==> config.mk <==
export PLATFORM = sky130hd
export DESIGN_NAME = sir_top
export DESIGN_NICKNAME = d
export VERILOG_FILES = /design/src/design/sir_pkg.sv /design/src/design/sir_pad_if.sv /design/src/design/sir_top.sv /design/src/design/sir_tick.sv /design/src/design/sir_pad.sv
export SDC_FILE = /design/constraint.sdc
export NUM_CORES = 1
export LEC_CHECK = 0
export BUFFER_PORTS_ARGS = -buffer_cell sky130_fd_sc_hd__buf_4
export CORE_MARGIN = 2
export CORE_UTILIZATION = 60
export DETAILED_ROUTE_END_ITERATION = 10
export GPL_ROUTABILITY_DRIVEN = 1
export PLACE_DENSITY = 0.8
export SLEW_MARGIN = 40
export SYNTH_ARGS = -nofsm -noshare
export SYNTH_HDL_FRONTEND = slang
export SYNTH_HIERARCHICAL = 1
export SYNTH_SLANG_ARGS = --single-unit
==> constraint.sdc <==
create_clock -name clk_i -period 7 [get_ports clk_i]
set_input_delay 1.75 -clock clk_i [delete_from_list [all_inputs] [get_ports clk_i]]
set_output_delay 1.75 -clock clk_i [all_outputs]
set_load 0.05 [all_outputs]
==> src/design/sir_pkg.sv <==
// Constants and types shared by the sensor interrupt and readout logic
`default_nettype none
package sir_pkg;
	// Clock and time base
	localparam int CLK_NS = 25;
	localparam int US_NS = 1000;
	localparam int TICK_CYC = (US_NS + CLK_NS - 1) / CLK_NS;
	localparam int MIN_PULSE_NS = 1000;
	localparam int MIN_PULSE_CYC = (MIN_PULSE_NS + CLK_NS - 1) / CLK_NS;
	// Timings in microseconds
	localparam logic [11:0] DRDY_CLR_US = 12'd2500;
	localparam logic [19:0] T_BASE_US = 20'd234;
	localparam logic [19:0] T_PRESS_US = 20'd392;
	localparam logic [19:0] T_TEMP_US = 20'd313;
	localparam logic [19:0] T_OSR_US = 20'd2000;
	localparam int SAMPLE_HZ = 200;
	localparam logic [31:0] PERIOD_US = 32'(1000000 / SAMPLE_HZ);
	localparam logic [4:0] ODR_MAX = 5'd17;
	localparam logic [9:0] FULL_LEVEL = 10'd504;
	// Register offsets
	localparam logic [7:0] A_PRESS_XLSB = 8'h04;
	localparam logic [7:0] A_PRESS_LSB = 8'h05;
	localparam logic [7:0] A_PRESS_MSB = 8'h06;
	localparam logic [7:0] A_TEMP_XLSB = 8'h07;
	localparam logic [7:0] A_TEMP_LSB = 8'h08;
	localparam logic [7:0] A_TEMP_MSB = 8'h09;
	localparam logic [7:0] A_IRQ_STATUS = 8'h11;
	localparam logic [7:0] A_WTM_LO = 8'h15;
	localparam logic [7:0] A_WTM_HI = 8'h16;
	localparam logic [7:0] A_IRQ_CTRL = 8'h19;
	localparam logic [7:0] A_PWR_CTRL = 8'h1B;
	localparam logic [7:0] A_OVS_CTRL = 8'h1C;
	localparam logic [7:0] A_RATE_CTRL = 8'h1D;
	localparam logic [7:0] A_CMD = 8'h7E;
	localparam logic [7:0] CMD_SOFTRESET = 8'hB6;
	// Reset values
	localparam logic [7:0] RST_IRQ_CTRL = 8'h02;
	localparam logic [7:0] RST_PWR_CTRL = 8'h00;
	localparam logic [7:0] RST_OVS_CTRL = 8'h02;
	localparam logic [7:0] RST_RATE_CTRL = 8'h00;
	// Field positions
	localparam int B_OPEN_DRAIN = 0;
	localparam int B_ACT_HIGH = 1;
	localparam int B_LATCH = 2;
	localparam int B_FWTM_EN = 3;
	localparam int B_FFULL_EN = 4;
	localparam int B_DRDY_EN = 6;
	localparam int B_PRESS_EN = 0;
	localparam int B_TEMP_EN = 1;
	localparam int B_MODE_LO = 4;
	localparam int B_ST_FWM = 0;
	localparam int B_ST_FFULL = 1;
	localparam int B_ST_DRDY = 3;
	localparam logic [1:0] MODE_SLEEP = 2'b00;
	localparam logic [1:0] MODE_NORMAL = 2'b11;
	typedef enum logic [2:0] {
		M_IDLE = 3'b001,
		M_CONV = 3'b010,
		M_DONE = 3'b100
	} sir_meas_t;
endpackage
`default_nettype wire

==> src/design/sir_pad_if.sv <==
// Carrier between the interrupt logic and the pad driver
`timescale 1ns/100ps
`default_nettype none
interface sir_pad_if;
	logic req;
	logic open_drain;
	logic active_high;
	modport src (output req, output open_drain, output active_high);
	modport pad (input req, input open_drain, input active_high);
endinterface
`default_nettype wire

==> src/design/sir_top.sv <==
// Interrupt, conversion timing and result readout of the sensor
// Function
// - Pad push-pull when drive type bit is 0, open-drain when 1.
// - Pad active low when polarity bit is 0, active high when 1.
// - Latch bit 1 latches pad and status; 0 latches only the data-ready status bit.
// - Status bits do not depend on pad configuration or mapping enables.
// - Watermark event reaches pad only while its mapping enable is 1.
// - Full event reaches pad only while its mapping enable is 1.
// - Watermark when fill level reaches limit; host writes both bytes together.
// - A zero watermark level never satisfies the watermark condition.
// - Watermark re-evaluated at end of transaction writing a watermark byte.
// - Full status set whenever unread byte count is at least 504.
// - Full status cleared by reading it as 1 below 504.
// - Latched mode drives pad from status, otherwise from live condition.
// - Data-ready set when results stored to result registers and FIFO.
// - Data-ready reaches pad only if enabled; reading it as 1 clears.
// - Non-latched data-ready pad contribution clears 2.5 ms after assertion.
// - Timer starts only at a data-ready event in non-latched mode.
// - Enabling data-ready mapping late keeps contribution 0 until next event.
// - Conversion time is base plus per-sensor and oversampling terms.
// - Normal mode rate is 200 Hz divided by two to the rate code, codes above 17 acting as 17.
// - Results are unsigned 24-bit; host reads them in one burst.
// - Results finishing during a burst wait in shadow until burst end.
// - Select rising edge ends the burst and updates all results at once.
// - All mapped events are ORed onto the pad.
// - Every pad pulse lasts at least 1 us.
// - After reset or soft reset the pad is push-pull, active high.
`timescale 1ns/100ps
`default_nettype none
module sir_top #(
	parameter int TICK_CYCLES = sir_pkg::TICK_CYC
) (
	input wire logic clk_i,
	input wire logic arst_n_i,
	input wire logic serial_select_n_i,
	input wire logic [7:0] reg_addr_i,
	input wire logic reg_wr_i,
	input wire logic reg_rd_i,
	input wire logic [7:0] reg_wdata_i,
	output logic [7:0] reg_rdata_o,
	input wire logic [9:0] fifo_len_i,
	input wire logic [23:0] press_adc_i,
	input wire logic [23:0] temp_adc_i,
	output logic fifo_push_o,
	output logic int_pad_o,
	output logic int_pad_oe_n_o
);
	////////////////////////////////////////////////////////////////////////
	// State
	typedef struct packed {
		logic sel_m;
		logic sel_s;
		logic sel_d;
		logic [7:0] wtm_lo;
		logic [7:0] wtm_hi;
		logic [8:0] wtm_eff;
		logic wtm_dirty;
		logic [7:0] irq_ctrl;
		logic [7:0] pwr_ctrl;
		logic [7:0] ovs_ctrl;
		logic [7:0] rate_ctrl;
		logic fwm_st;
		logic ffull_st;
		logic drdy_st;
		logic drdy_pad;
		logic drdy_tmr_on;
		logic [11:0] drdy_tmr;
		logic [23:0] press;
		logic [23:0] temp;
		logic [23:0] press_sh;
		logic [23:0] temp_sh;
		logic sh_pend;
		logic burst;
		sir_pkg::sir_meas_t meas;
		logic [19:0] conv_cnt;
		logic [31:0] per_cnt;
		logic fifo_push;
		logic [7:0] rdata;
	} sir_top_st_t;

	localparam sir_top_st_t ST_RST = '{
		sel_m: 1'b1, sel_s: 1'b1, sel_d: 1'b1,
		wtm_lo: 8'h00, wtm_hi: 8'h00, wtm_eff: 9'h000, wtm_dirty: 1'b0,
		irq_ctrl: sir_pkg::RST_IRQ_CTRL,
		pwr_ctrl: sir_pkg::RST_PWR_CTRL,
		ovs_ctrl: sir_pkg::RST_OVS_CTRL,
		rate_ctrl: sir_pkg::RST_RATE_CTRL,
		fwm_st: 1'b0, ffull_st: 1'b0, drdy_st: 1'b0, drdy_pad: 1'b0,
		drdy_tmr_on: 1'b0, drdy_tmr: 12'h000,
		press: 24'h000000, temp: 24'h000000,
		press_sh: 24'h000000, temp_sh: 24'h000000,
		sh_pend: 1'b0, burst: 1'b0,
		meas: sir_pkg::M_IDLE, conv_cnt: 20'h00000, per_cnt: 32'h00000000,
		fifo_push: 1'b0, rdata: 8'h00
	};

	sir_top_st_t s_ff, nxt_s;
	logic tick;
	logic sel_rise;
	logic st_rd;
	logic latch;
	logic fwm_cond;
	logic ffull_cond;
	logic drdy_ev;
	logic start;
	logic burst_now;
	logic res_rd;
	logic [1:0] mode;
	logic pe;
	logic te;
	logic [19:0] tconv;
	logic [4:0] odr;
	logic [7:0] st_val;
	sir_pad_if pad_if ();

	////////////////////////////////////////////////////////////////////////
	// Time base and pad driver
	sir_tick #(.TICK_CYCLES(TICK_CYCLES)) u_tick (
		.clk_i(clk_i),
		.arst_n_i(arst_n_i),
		.tick_o(tick)
	);

	sir_pad u_pad (
		.clk_i(clk_i),
		.arst_n_i(arst_n_i),
		.cfg(pad_if.pad),
		.pad_o(int_pad_o),
		.pad_oe_n_o(int_pad_oe_n_o)
	);

	assign pad_if.open_drain = s_ff.irq_ctrl[sir_pkg::B_OPEN_DRAIN];
	assign pad_if.active_high = s_ff.irq_ctrl[sir_pkg::B_ACT_HIGH];

	////////////////////////////////////////////////////////////////////////
	// Pad request
	always_comb begin
		pad_if.req = 1'b0;
		if (s_ff.irq_ctrl[sir_pkg::B_LATCH]) begin
			pad_if.req = (s_ff.fwm_st & s_ff.irq_ctrl[sir_pkg::B_FWTM_EN])
				| (s_ff.ffull_st & s_ff.irq_ctrl[sir_pkg::B_FFULL_EN]);
		end else begin
			pad_if.req = (fwm_cond & s_ff.irq_ctrl[sir_pkg::B_FWTM_EN])
				| (ffull_cond & s_ff.irq_ctrl[sir_pkg::B_FFULL_EN]);
		end
		pad_if.req = pad_if.req
			| (s_ff.drdy_pad & s_ff.irq_ctrl[sir_pkg::B_DRDY_EN]);
	end

	////////////////////////////////////////////////////////////////////////
	// Next state
	always_comb begin
		nxt_s = s_ff;
		nxt_s.fifo_push = 1'b0;
		drdy_ev = 1'b0;
		start = 1'b0;
		// Select pin synchroniser
		nxt_s.sel_m = serial_select_n_i;
		nxt_s.sel_s = s_ff.sel_m;
		nxt_s.sel_d = s_ff.sel_s;
		sel_rise = s_ff.sel_s & ~s_ff.sel_d;
		res_rd = reg_rd_i && !s_ff.sel_s && reg_addr_i >= sir_pkg::A_PRESS_XLSB
			&& reg_addr_i <= sir_pkg::A_TEMP_MSB;
		burst_now = (s_ff.burst | res_rd) & ~sel_rise;
		st_rd = reg_rd_i && (reg_addr_i == sir_pkg::A_IRQ_STATUS);
		latch = s_ff.irq_ctrl[sir_pkg::B_LATCH];
		mode = s_ff.pwr_ctrl[sir_pkg::B_MODE_LO +: 2];
		pe = s_ff.pwr_ctrl[sir_pkg::B_PRESS_EN];
		te = s_ff.pwr_ctrl[sir_pkg::B_TEMP_EN];
		odr = (s_ff.rate_ctrl[4:0] > sir_pkg::ODR_MAX)
			? sir_pkg::ODR_MAX : s_ff.rate_ctrl[4:0];
		tconv = sir_pkg::T_BASE_US;
		if (pe) begin
			tconv = tconv + sir_pkg::T_PRESS_US
				+ (sir_pkg::T_OSR_US << s_ff.ovs_ctrl[2:0]);
		end
		if (te) begin
			tconv = tconv + sir_pkg::T_TEMP_US
				+ (sir_pkg::T_OSR_US << s_ff.ovs_ctrl[5:3]);
		end

		// Register writes
		if (reg_wr_i) begin
			unique case (reg_addr_i)
				sir_pkg::A_WTM_LO: begin
					nxt_s.wtm_lo = reg_wdata_i;
					nxt_s.wtm_dirty = 1'b1;
				end
				sir_pkg::A_WTM_HI: begin
					nxt_s.wtm_hi = {7'h00, reg_wdata_i[0]};
					nxt_s.wtm_dirty = 1'b1;
				end
				sir_pkg::A_IRQ_CTRL: nxt_s.irq_ctrl = reg_wdata_i & 8'h5F;
				sir_pkg::A_PWR_CTRL: nxt_s.pwr_ctrl = reg_wdata_i & 8'h33;
				sir_pkg::A_OVS_CTRL: nxt_s.ovs_ctrl = reg_wdata_i & 8'h3F;
				sir_pkg::A_RATE_CTRL: nxt_s.rate_ctrl = reg_wdata_i & 8'h1F;
				default: begin
				end
			endcase
		end

		// Watermark takes effect when the writing transaction ends
		if (sel_rise && s_ff.wtm_dirty) begin
			nxt_s.wtm_eff = {s_ff.wtm_hi[0], s_ff.wtm_lo};
			nxt_s.wtm_dirty = 1'b0;
		end

		// Sampling period in normal mode
		if (mode == sir_pkg::MODE_NORMAL) begin
			if (tick) begin
				if (s_ff.per_cnt == 32'h00000000) begin
					nxt_s.per_cnt = (sir_pkg::PERIOD_US << odr) - 32'h00000001;
					start = 1'b1;
				end else begin
					nxt_s.per_cnt = s_ff.per_cnt - 32'h00000001;
				end
			end
		end else begin
			nxt_s.per_cnt = 32'h00000000;
			start = (mode != sir_pkg::MODE_SLEEP);
		end

		// Conversion sequencer
		unique case (s_ff.meas)
			sir_pkg::M_IDLE: begin
				if (start && (pe || te)) begin
					nxt_s.conv_cnt = tconv - 20'h00001;
					nxt_s.meas = sir_pkg::M_CONV;
				end else if (start && mode != sir_pkg::MODE_NORMAL) begin
					nxt_s.pwr_ctrl[sir_pkg::B_MODE_LO +: 2] = sir_pkg::MODE_SLEEP;
				end
			end
			sir_pkg::M_CONV: begin
				if (tick) begin
					if (s_ff.conv_cnt == 20'h00000) begin
						nxt_s.meas = sir_pkg::M_DONE;
					end else begin
						nxt_s.conv_cnt = s_ff.conv_cnt - 20'h00001;
					end
				end
			end
			sir_pkg::M_DONE: begin
				nxt_s.fifo_push = 1'b1;
				drdy_ev = 1'b1;
				if (burst_now) begin
					nxt_s.press_sh = pe ? press_adc_i : s_ff.press;
					nxt_s.temp_sh = te ? temp_adc_i : s_ff.temp;
					nxt_s.sh_pend = 1'b1;
				end else begin
					if (pe) begin
						nxt_s.press = press_adc_i;
					end
					if (te) begin
						nxt_s.temp = temp_adc_i;
					end
				end
				if (mode != sir_pkg::MODE_NORMAL) begin
					nxt_s.pwr_ctrl[sir_pkg::B_MODE_LO +: 2] = sir_pkg::MODE_SLEEP;
				end
				nxt_s.meas = sir_pkg::M_IDLE;
			end
		endcase

		// Burst tracking and shadow transfer
		if (res_rd) begin
			nxt_s.burst = 1'b1;
		end
		if (sel_rise) begin
			nxt_s.burst = 1'b0;
			if (s_ff.sh_pend) begin
				nxt_s.press = s_ff.press_sh;
				nxt_s.temp = s_ff.temp_sh;
				nxt_s.sh_pend = 1'b0;
			end
		end

		// Interrupt conditions and status, independent of pad settings
		fwm_cond = (s_ff.wtm_eff != 9'h000)
			&& (fifo_len_i >= {1'b0, s_ff.wtm_eff});
		ffull_cond = (fifo_len_i >= sir_pkg::FULL_LEVEL);
		nxt_s.fwm_st = fwm_cond
			| (latch & s_ff.fwm_st & ~st_rd);
		nxt_s.ffull_st = ffull_cond
			| (latch & s_ff.ffull_st & ~st_rd);
		nxt_s.drdy_st = drdy_ev | (s_ff.drdy_st & ~st_rd);

		// Data-ready pad contribution and self-clear timer
		if (drdy_ev) begin
			nxt_s.drdy_pad = s_ff.irq_ctrl[sir_pkg::B_DRDY_EN];
			nxt_s.drdy_tmr_on = ~latch;
			nxt_s.drdy_tmr = sir_pkg::DRDY_CLR_US - 12'h001;
		end else begin
			if (st_rd && s_ff.drdy_st) begin
				nxt_s.drdy_pad = 1'b0;
			end
			if (!s_ff.irq_ctrl[sir_pkg::B_DRDY_EN]) begin
				nxt_s.drdy_pad = 1'b0;
			end
			if (latch) begin
				nxt_s.drdy_tmr_on = 1'b0;
			end else if (s_ff.drdy_tmr_on && tick) begin
				if (s_ff.drdy_tmr == 12'h000) begin
					nxt_s.drdy_pad = 1'b0;
					nxt_s.drdy_tmr_on = 1'b0;
				end else begin
					nxt_s.drdy_tmr = s_ff.drdy_tmr - 12'h001;
				end
			end
		end

		// Register read data
		st_val = 8'h00;
		st_val[sir_pkg::B_ST_FWM] = s_ff.fwm_st;
		st_val[sir_pkg::B_ST_FFULL] = s_ff.ffull_st;
		st_val[sir_pkg::B_ST_DRDY] = s_ff.drdy_st;
		nxt_s.rdata = 8'h00;
		if (reg_rd_i) begin
			unique case (reg_addr_i)
				sir_pkg::A_PRESS_XLSB: nxt_s.rdata = s_ff.press[7:0];
				sir_pkg::A_PRESS_LSB: nxt_s.rdata = s_ff.press[15:8];
				sir_pkg::A_PRESS_MSB: nxt_s.rdata = s_ff.press[23:16];
				sir_pkg::A_TEMP_XLSB: nxt_s.rdata = s_ff.temp[7:0];
				sir_pkg::A_TEMP_LSB: nxt_s.rdata = s_ff.temp[15:8];
				sir_pkg::A_TEMP_MSB: nxt_s.rdata = s_ff.temp[23:16];
				sir_pkg::A_IRQ_STATUS: nxt_s.rdata = st_val;
				sir_pkg::A_WTM_LO: nxt_s.rdata = s_ff.wtm_lo;
				sir_pkg::A_WTM_HI: nxt_s.rdata = s_ff.wtm_hi;
				sir_pkg::A_IRQ_CTRL: nxt_s.rdata = s_ff.irq_ctrl;
				sir_pkg::A_PWR_CTRL: nxt_s.rdata = s_ff.pwr_ctrl;
				sir_pkg::A_OVS_CTRL: nxt_s.rdata = s_ff.ovs_ctrl;
				sir_pkg::A_RATE_CTRL: nxt_s.rdata = s_ff.rate_ctrl;
				default: nxt_s.rdata = 8'h00;
			endcase
		end

		// Soft reset restores defaults, keeping the synchroniser
		if (reg_wr_i && reg_addr_i == sir_pkg::A_CMD
			&& reg_wdata_i == sir_pkg::CMD_SOFTRESET) begin
			nxt_s = ST_RST;
			nxt_s.sel_m = serial_select_n_i;
			nxt_s.sel_s = s_ff.sel_m;
			nxt_s.sel_d = s_ff.sel_s;
		end
	end

	////////////////////////////////////////////////////////////////////////
	// State register
	always_ff @(posedge clk_i or negedge arst_n_i) begin
		if (!arst_n_i) begin
			s_ff <= ST_RST;
		end else begin
			s_ff <= nxt_s;
		end
	end

	assign reg_rdata_o = s_ff.rdata;
	assign fifo_push_o = s_ff.fifo_push;
endmodule // sir_top
`default_nettype wire

==> src/design/sir_tick.sv <==
// Microsecond enable divider
`timescale 1ns/100ps
`default_nettype none
module sir_tick #(
	parameter int TICK_CYCLES = sir_pkg::TICK_CYC
) (
	input wire logic clk_i,
	input wire logic arst_n_i,
	output logic tick_o
);
	typedef struct packed {
		logic [15:0] cnt;
		logic tick;
	} sir_tick_st_t;
	sir_tick_st_t s_ff, nxt_s;

	always_comb begin
		nxt_s = s_ff;
		nxt_s.tick = (s_ff.cnt == 16'(TICK_CYCLES - 1));
		nxt_s.cnt = nxt_s.tick ? 16'h0000 : s_ff.cnt + 16'h0001;
	end

	always_ff @(posedge clk_i or negedge arst_n_i) begin
		if (!arst_n_i) begin
			s_ff <= '0;
		end else begin
			s_ff <= nxt_s;
		end
	end

	assign tick_o = s_ff.tick;
endmodule // sir_tick
`default_nettype wire

==> src/design/sir_pad.sv <==
// Interrupt pad driver with polarity, drive type and pulse stretch
`timescale 1ns/100ps
`default_nettype none
module sir_pad (
	input wire logic clk_i,
	input wire logic arst_n_i,
	sir_pad_if.pad cfg,
	output logic pad_o,
	output logic pad_oe_n_o
);
	typedef struct packed {
		logic [5:0] cnt;
		logic req_d;
		logic pad;
		logic oe_n;
	} sir_pad_st_t;
	sir_pad_st_t s_ff, nxt_s;
	logic act;
	logic lvl;

	always_comb begin
		nxt_s = s_ff;
		act = cfg.req | (s_ff.cnt != 6'h00);
		if (cfg.req && !s_ff.req_d) begin
			nxt_s.cnt = 6'(sir_pkg::MIN_PULSE_CYC - 1);
		end else if (s_ff.cnt != 6'h00) begin
			nxt_s.cnt = s_ff.cnt - 6'h01;
		end
		nxt_s.req_d = cfg.req;
		lvl = cfg.active_high ? act : ~act;
		nxt_s.pad = lvl;
		nxt_s.oe_n = cfg.open_drain ? lvl : 1'b0;
	end

	always_ff @(posedge clk_i or negedge arst_n_i) begin
		if (!arst_n_i) begin
			s_ff <= '{cnt: 6'h00, req_d: 1'b0, pad: 1'b0, oe_n: 1'b0};
		end else begin
			s_ff <= nxt_s;
		end
	end

	assign pad_o = s_ff.pad;
	assign pad_oe_n_o = s_ff.oe_n;
endmodule // sir_pad
`default_nettype wire

==> flow_summary.yaml, run 1 <==
outcome:
  status: "complete, no violations"
detailed_routing:
  totalWireLength_um: 44000
  drt-initial-drc-count: 1352
  ant_nets: 0
  post_drt_wl_per_cell_um: 20.7
  viasPerCell: 6.71
  num_vias: 14300
  drc: 0
  dr.pass1.iters: 8
grt:
  grt-ovfl-total: 0
  grt_max_degree: 97
  grt_usage: 0.313
  first_global_vias: 13300
  antenna_found_initial: 1
  grt_pass1_wl_um: 71000
timing:
  rsz0062_at_grt: "false"
  clock_skew_ns: 0.0121
  drv_slew: 0
  finalCritPeriodShare: 0.657
  final.setup.tns_ns: 0
  period_needed_ns: 4.60
  tightest_slew_ns: 0.897
  relSlewSlack: 0.400
  timing.final.hold_violations: 0
  setup_viol: 0
  fmax_ghz: 0.217
clocking:
  post_cts_buffers: 0
  root_buffer: "clkbuf_16"
  hold_buffers: 0
  numCtsBuffers: 28
  h-tree-depth: 1
  path_clk_slew_ns: 0.06
  clockBufferDepth: 3
  cts-resized-gates: 0
  clock-sinks: 248
  clk_latency_ns: 0.56
  tritoncts: "done"
yosys:
  syn-num-nets: 1876
  synth_cell_types: 99
  ys_seq_elements: 248
  async_reset_ff_frac: 1.00
  synth_area_leaders: "dfrtp_1, mux2i_1, nor2_1, nand2_1, ha_1"
  synth_top_area_frac: 0.386
  syn-mean-instance-area_um2: 8.98
  seq_area_frac_synth: 0.396
  synth_ff_type: "dfrtp_1"
  syn-cell-area_um2: 15700
  ys_warn_count: 6
  yosysTopAreaCell: "dfrtp_1"
  syn_inst: 1746
  synth_enable_flop_cells: 0
power_and_ir_drop:
  p_leak_nw: 7.88
  seqPwrFrac: 0.451
  swShare: 0.292
  vdd_drop_max_v: 0.000180
  p_total_w: 0.00384
  power.internal_w: 0.00272
  power_density_nw_per_um2: 221
  clkPwrFrac: 0.377
  p_sw_w: 0.00112
  combPwrFrac: 0.172
finish:
  nets: 1899
  drive_above_1_share: 0.119
  area_growth_pct: 11.0
placed_design:
  dpl.hpwl_um: 30400
  gp_congestion: 0.930
  io_buffers: 89
setup_path:
  worstPathRequired_ns: 7.42
  crit_slowest_cell: "dfstp_2"
  worstPathArrival_ns: 5.02
  crit_path_max_incr_delay_ns: 0.70
  cp-start-kind: "flip-flop"
  crit_top_cell: "ha_1"
  cp-end-kind: "flip-flop"
  crit_type: "reg2reg"
  path_delay_family: "compound AO/OA/AOI/OAI gates"
  path_max_fanout: 13
  crit_path_cell_trace: "nor2b_1 > o21ai_0 > ha_1 > ha_1 > and3_1 > a2111oi_4 > o311a_1 > mux2_2 > a221o_1 > a21oi_1 > nand4b_1 > o2111ai_1 > o211ai_1"
  worst-path-buf-inv: 0
die:
  fp.coreArea_um2: 25800
  num_io_pins: 90
  die_h_um: 166
  placementRows: 59
  die_w_um: 166
  dieArea_um2: 27400
  start_util: 0.607
run:
  cap_violations: 0
hold_path:
  hold_class: "reg2reg"
stage by stage:
stage                     cells   util  area [um2]  setup WS, ns  hold slack [ns]
after floorplan            1746      -       15700          2.49            0.345
after global placement     2073  0.635       16400          2.12            0.349
after detailed placement   2073  0.637       16400          2.05            0.351
after CTS                  2125  0.672       17400          2.44            0.363
after global routing       2127  0.673       17400          2.12            0.367
final                      2127  0.673       17400          2.40            0.359
power by group through the flow:
| stage | sequential [W] | combinational, W | clock (W) |
|---|---|---|---|
| 6_report | 0.00173 | 0.000660 | 0.00145 |
| 2_1_floorplan | 0.00168 | 0.000493 | 0 |
| 5_1_grt | 0.00174 | 0.000739 | 0.00153 |
| 4_1_cts | 0.00173 | 0.000656 | 0.00146 |
| 3_3_place_gp | 0.00174 | 0.000618 | 0 |
| 3_5_place_dp | 0.00175 | 0.000648 | 0 |
routing by layer:
| metal | vias to the layer above | wire length, um | global-route usage |
|---|---|---|---|
| met3 | 118 | 3800 | 0.0454 |
| met1 | 6987 | 18200 | 0.444 |
| met2 | 700 | 20200 | 0.489 |
| li1 | 6474 | - | - |
| met4 | 0 | 1800 | 0.117 |
| met5 | - | 0 | 0 |
final cells by class:
class / instances / area, um2
Sequential cell: 248 / 6220
Clock buffer: 42 / 783
Multi-Input combinational cell: 1337 / 8830
Timing Repair Buffer: 108 / 842
Fill cell: 2058 / 8450
Inverter: 46 / 173
Antenna cell: 1 / 2.50
Tap cell: 335 / 419
Clock inverter: 10 / 125
cell usage in the layout, fill, tap and decap left out, types with 18 or more instances in the layout:
| cell | n |
|---|---|
| a211oi_1 | 58 |
| a21oi_1 | 88 |
| a22o_1 | 19 |
| a22oi_1 | 23 |
| buf_4 | 103 |
| clkbuf_16 | 28 |
| dfrtp_1 | 238 |
| ha_1 | 50 |
| inv_1 | 44 |
| mux2i_1 | 118 |
| nand2_1 | 173 |
| nand2b_1 | 26 |
| nand3_1 | 47 |
| nor2_1 | 175 |
| nor2b_1 | 19 |
| nor3_1 | 47 |
| nor4_1 | 24 |
| o21ai_0 | 111 |
| xnor2_1 | 27 |
| xor2_1 | 18 |
state kept, by name, summed over array words and instances, names as in the netlist, 2 cells and up:
signal and cells:
reg_rdata_o 8, u_pad/s_ff 7, u_tick/s_ff 16, s_ff 207
mode 2
synth_stat cells (all sizes together) (27+ instances only):
library cell / number
nor4: 30
clkbuf: 72
nand3: 49
a211oi: 58
ha: 50
dfrtp: 242
inv: 45
nor2: 176
o21ai: 124
nand2: 174
buf: 43
a21oi: 89
xnor2: 27
nor3: 52
mux2i: 118
path summary, 6_finish.rpt:
path	from	endpoint	slack, ns	cells after the start
worst max-delay path	s_ff[188]$_DFFE_PN1P_	s_ff[60]$_DFFE_PN0P_	2.40	13
worst min-delay path	s_ff[239]$_DFF_PN1_	s_ff[238]$_DFF_PN1_	0.36	0
worst max register to register	s_ff[188]$_DFFE_PN1P_	s_ff[60]$_DFFE_PN0P_	2.40	13
worst min register to register	s_ff[239]$_DFF_PN1_	s_ff[238]$_DFF_PN1_	0.36	0
max in group asynchronous	arst_n_i	s_ff[86]$_DFFE_PN0P_	4.64	2
min in group asynchronous	arst_n_i	s_ff[19]$_DFFE_PN0P_	1.15	1
logic make-up (layout without fill, tap and decap cells):
logic type	after synthesis	count (layout)	synth area share
other	1	2	0.000239
muxes	127	127	0.0818
adders and majority gates	51	51	0.0412
and+or+nand+nor	631	631	0.201
DFF	248	248	0.396
AOI/OAI and AO/OA	482	482	0.210
xor gates and xnor gates	45	45	0.0251
buffers and inverters	161	206	0.0442
(Power assumes the default switching activity.)
==> run 2, diff against run 1 <==
--- a/config.mk
+++ b/config.mk
@@ -5,6 +5,7 @@
 export SDC_FILE = /design/constraint.sdc
 export NUM_CORES = 1
 export LEC_CHECK = 0
+export ABC_AREA = 1
 export BUFFER_PORTS_ARGS = -buffer_cell sky130_fd_sc_hd__buf_4
 export CORE_MARGIN = 2
 export CORE_UTILIZATION = 60
==> constraint.sdc (replaced) <==
create_clock -name clk_i -period 4.8 [get_ports clk_i]
set_input_delay 1.2 -clock clk_i [delete_from_list [all_inputs] [get_ports clk_i]]
set_output_delay 1.2 -clock clk_i [all_outputs]
set_load 0.05 [all_outputs]
==> run 2 against run 1 <==
Net effect: clock skew increased by 0.024 ns; combinational power increased by 59%; first-iteration DRC count increased by 20%; highest routed layer unchanged.
==> flow_summary.yaml, run 2 <==
outcome:
  status: "complete, no violations"
hold_path:
  min_from: "s_ff[238]$_DFF_PN1_"
  holdPathStages: 0
  min_to: "s_ff[237]$_DFF_PN1_"
  hold_class: "reg2reg"
finish:
  drive_above_1_share: 0.120
  area_growth_pct: 12.2
  largest_reg_flops: 207
  instances_no_fill: 2719
  final_common_cell: "nand2_1"
  multi_input_area_um2: 8100
  nets: 2484
  layout_common_cells: "nand2_1, inv_1, dfrtp_1"
  fillers: 2256
  regArea_um2: 6210
  top_register: "s_ff"
yosys:
  synthAdderAreaFrac: 0.0395
  synthMuxAreaShare: 0
  synth_enable_flop_cells: 0
  synth-simple-area-share: 0.258
  synth_compound_area_frac: 0.181
  syn_inst: 2297
  synth_cell_types: 62
  async_reset_ff_frac: 1.00
  ys_warn_count: 6
  yosysTopAreaCell: "dfrtp_1"
  synth_common_cells: "nand2_1, inv_1, dfrtp_1"
  synth_top_family_by_area: "simple AND/OR/NAND/NOR gates"
  ys_seq_elements: 248
  syn-num-nets: 2427
  seq_area_frac_synth: 0.380
  synth-xor-area-share: 0.0145
  syn-cell-area_um2: 16400
  synth_ff_type: "dfrtp_1"
  yosysMostFrequentCell: "nand2_1"
  synth_area_leaders: "dfrtp_1, nand2_1, inv_1, o21ai_0, nor2_1"
  syn-mean-instance-area_um2: 7.12
  synth_top_area_frac: 0.370
detailed_routing:
  ant_nets: 0
  drc: 0
  drt-initial-drc-count: 1619
  viasPerCell: 5.79
  totalWireLength_um: 46600
  dr.pass1.iters: 8
  num_vias: 15700
  post_drt_wl_per_cell_um: 17.2
setup_path:
  cp-start-kind: "flip-flop"
  worstPathRequired_ns: 5.29
  r2r_setup_slack_ns: 1.13
  path_max_fanout: 21
  reg2regPathDepth: 21
  crit-reg2reg-launch: "pe$_DFFE_PN0P_"
  crit_type: "reg2reg"
  worstPathArrival_ns: 4.17
  r2r-end: "s_ff[59]$_DFFE_PN0P_"
  cp-end-kind: "flip-flop"
die:
  placementRows: 60
  start_util: 0.609
  die_w_um: 169
  dieArea_um2: 28600
  num_io_pins: 90
  fp.coreArea_um2: 26900
  die_h_um: 169
placed_design:
  preCtsSetupSlack_ns: 0.769
  gp_congestion: 1.01
  io_buffers: 89
  placed_cells: 2665
  dpl.hpwl_um: 34000
timing:
  worst_slack_ns: 1.13
  finalCritPeriodShare: 0.765
  clock_skew_ns: 0.0360
  relSlewSlack: 0.431
  setup_viol: 0
  tightest_slew_ns: 0.832
  final.setup.tns_ns: 0
  rsz0062_at_grt: "false"
  period_needed_ns: 3.67
  timing.final.hold_violations: 0
  fmax_ghz: 0.272
  drv_slew: 0
clocking:
  clk_latency_ns: 0.58
  path_clk_slew_ns: 0.06
  root_buffer: "clkbuf_16"
  tritoncts: "done"
  post_cts_buffers: 0
  hold_buffers: 0
  clock-sinks: 248
  clockBufferDepth: 3
  h-tree-depth: 1
  numCtsBuffers: 28
  cts-resized-gates: 0
run:
  cap_violations: 0
grt:
  grt-ovfl-total: 0
  grt_max_degree: 81
  grt_pass1_wl_um: 76000
  antenna_found_initial: 2
  grt_usage: 0.327
  first_global_vias: 15300
power_and_ir_drop:
  vdd_drop_max_v: 0.000322
  p_leak_nw: 9.72
  power_density_nw_per_um2: 315
[run 2: changes by cell type in the layout (fill, tap and decap cells not counted), moves of 25 or more]
cell	previous run	this run
a211oi_1	58	2
mux2i_1	118	0
o21ai_1	11	36
o22ai_1	3	93
nand2_2	1	27
o21ai_0	111	165
nand2b_1	26	0
inv_1	44	415
nand2_1	173	456
nand3_1	47	120
o211ai_1	12	49
[run 2: kinds of logic after synthesis]
family / after synthesis
other: 1
adder cells (fa/ha/maj): 51
buffers and inverters: 525
AO/OA/AOI/OAI: 506
AND/OR/NAND/NOR: 939
XOR/XNOR: 27
flip-flops: 248
[run 2: metal layers]
metal	GRT usage	part of all wire	wire length (um)
met1	0.444	0.42	19400
met2	0.529	0.47	21700
met3	0.0534	0.079	3700
met4	0.128	0.039	1800
met5	0	0	0
[run 2: worst max-delay path by stage]
stage | startpoint | end | cells past startpoint
floorplan | s_ff[188]$_DFFE_PN1P_ | s_ff[59]$_DFFE_PN0P_ | 20
global placement | reg_addr_i[5] | s_ff[53]$_DFFE_PN0P_ | 13
detailed placement | reg_addr_i[5] | s_ff[54]$_DFFE_PN0P_ | 11
CTS | pe$_DFFE_PN0P_ | s_ff[60]$_DFFE_PN0P_ | 18
global route | pe$_DFFE_PN0P_ | s_ff[59]$_DFFE_PN0P_ | 21
finish | pe$_DFFE_PN0P_ | s_ff[59]$_DFFE_PN0P_ | 21
[run 2: cell type report]
class | instances | share of cell area
inverter | 439 | 0.0898
clock inverter | 16 | 0.0141
antenna | 2 | 0.000273
timing repair buffer | 113 | 0.0502
multi-input combinational | 1524 | 0.441
tap | 341 | 0.0232
sequential | 248 | 0.339
clock buffer | 36 | 0.0425
[run 2: per-stage QoR]
stage                     total power [W]  hold slack, ns  instance area (um2)   util
after global routing              0.00603           0.370                18300  0.683
after floorplan                   0.00308           0.345                16400      -
after global placement            0.00336           0.357                17300  0.642
after CTS                         0.00578           0.366                18300  0.683
final                             0.00577           0.366                18400  0.683
after detailed placement          0.00341           0.357                17300  0.644
[run 2: critical path, cell delays in order, from the launching register on]
cell	delay (ns)
dfrtp_1	0.45
inv_2	0.25
o21ai_1	0.24
inv_1	0.09
ha_1	0.28
inv_1	0.04
ha_1	0.21
fa_1	0.45
nand3_1	0.10
nand2_1	0.11
nand2_1	0.09
nand2_1	0.06
xor2_1	0.15
o21ai_0	0.21
inv_1	0.10
nor2_1	0.16
nand3_1	0.16
nor2_1	0.17
nand2_1	0.08
nand2_1	0.07
nand3_1	0.06
nand2_1	0.08
[run 2: where the power goes]
part | switching [W] | total (W) | internal [W]
Sequential | 0.000112 | 0.00233 | 0.00222
Clock | 0.000911 | 0.00238 | 0.00147
Combinational | 0.000674 | 0.00105 | 0.000380
Total | 0.00170 | 0.00577 | 0.00408
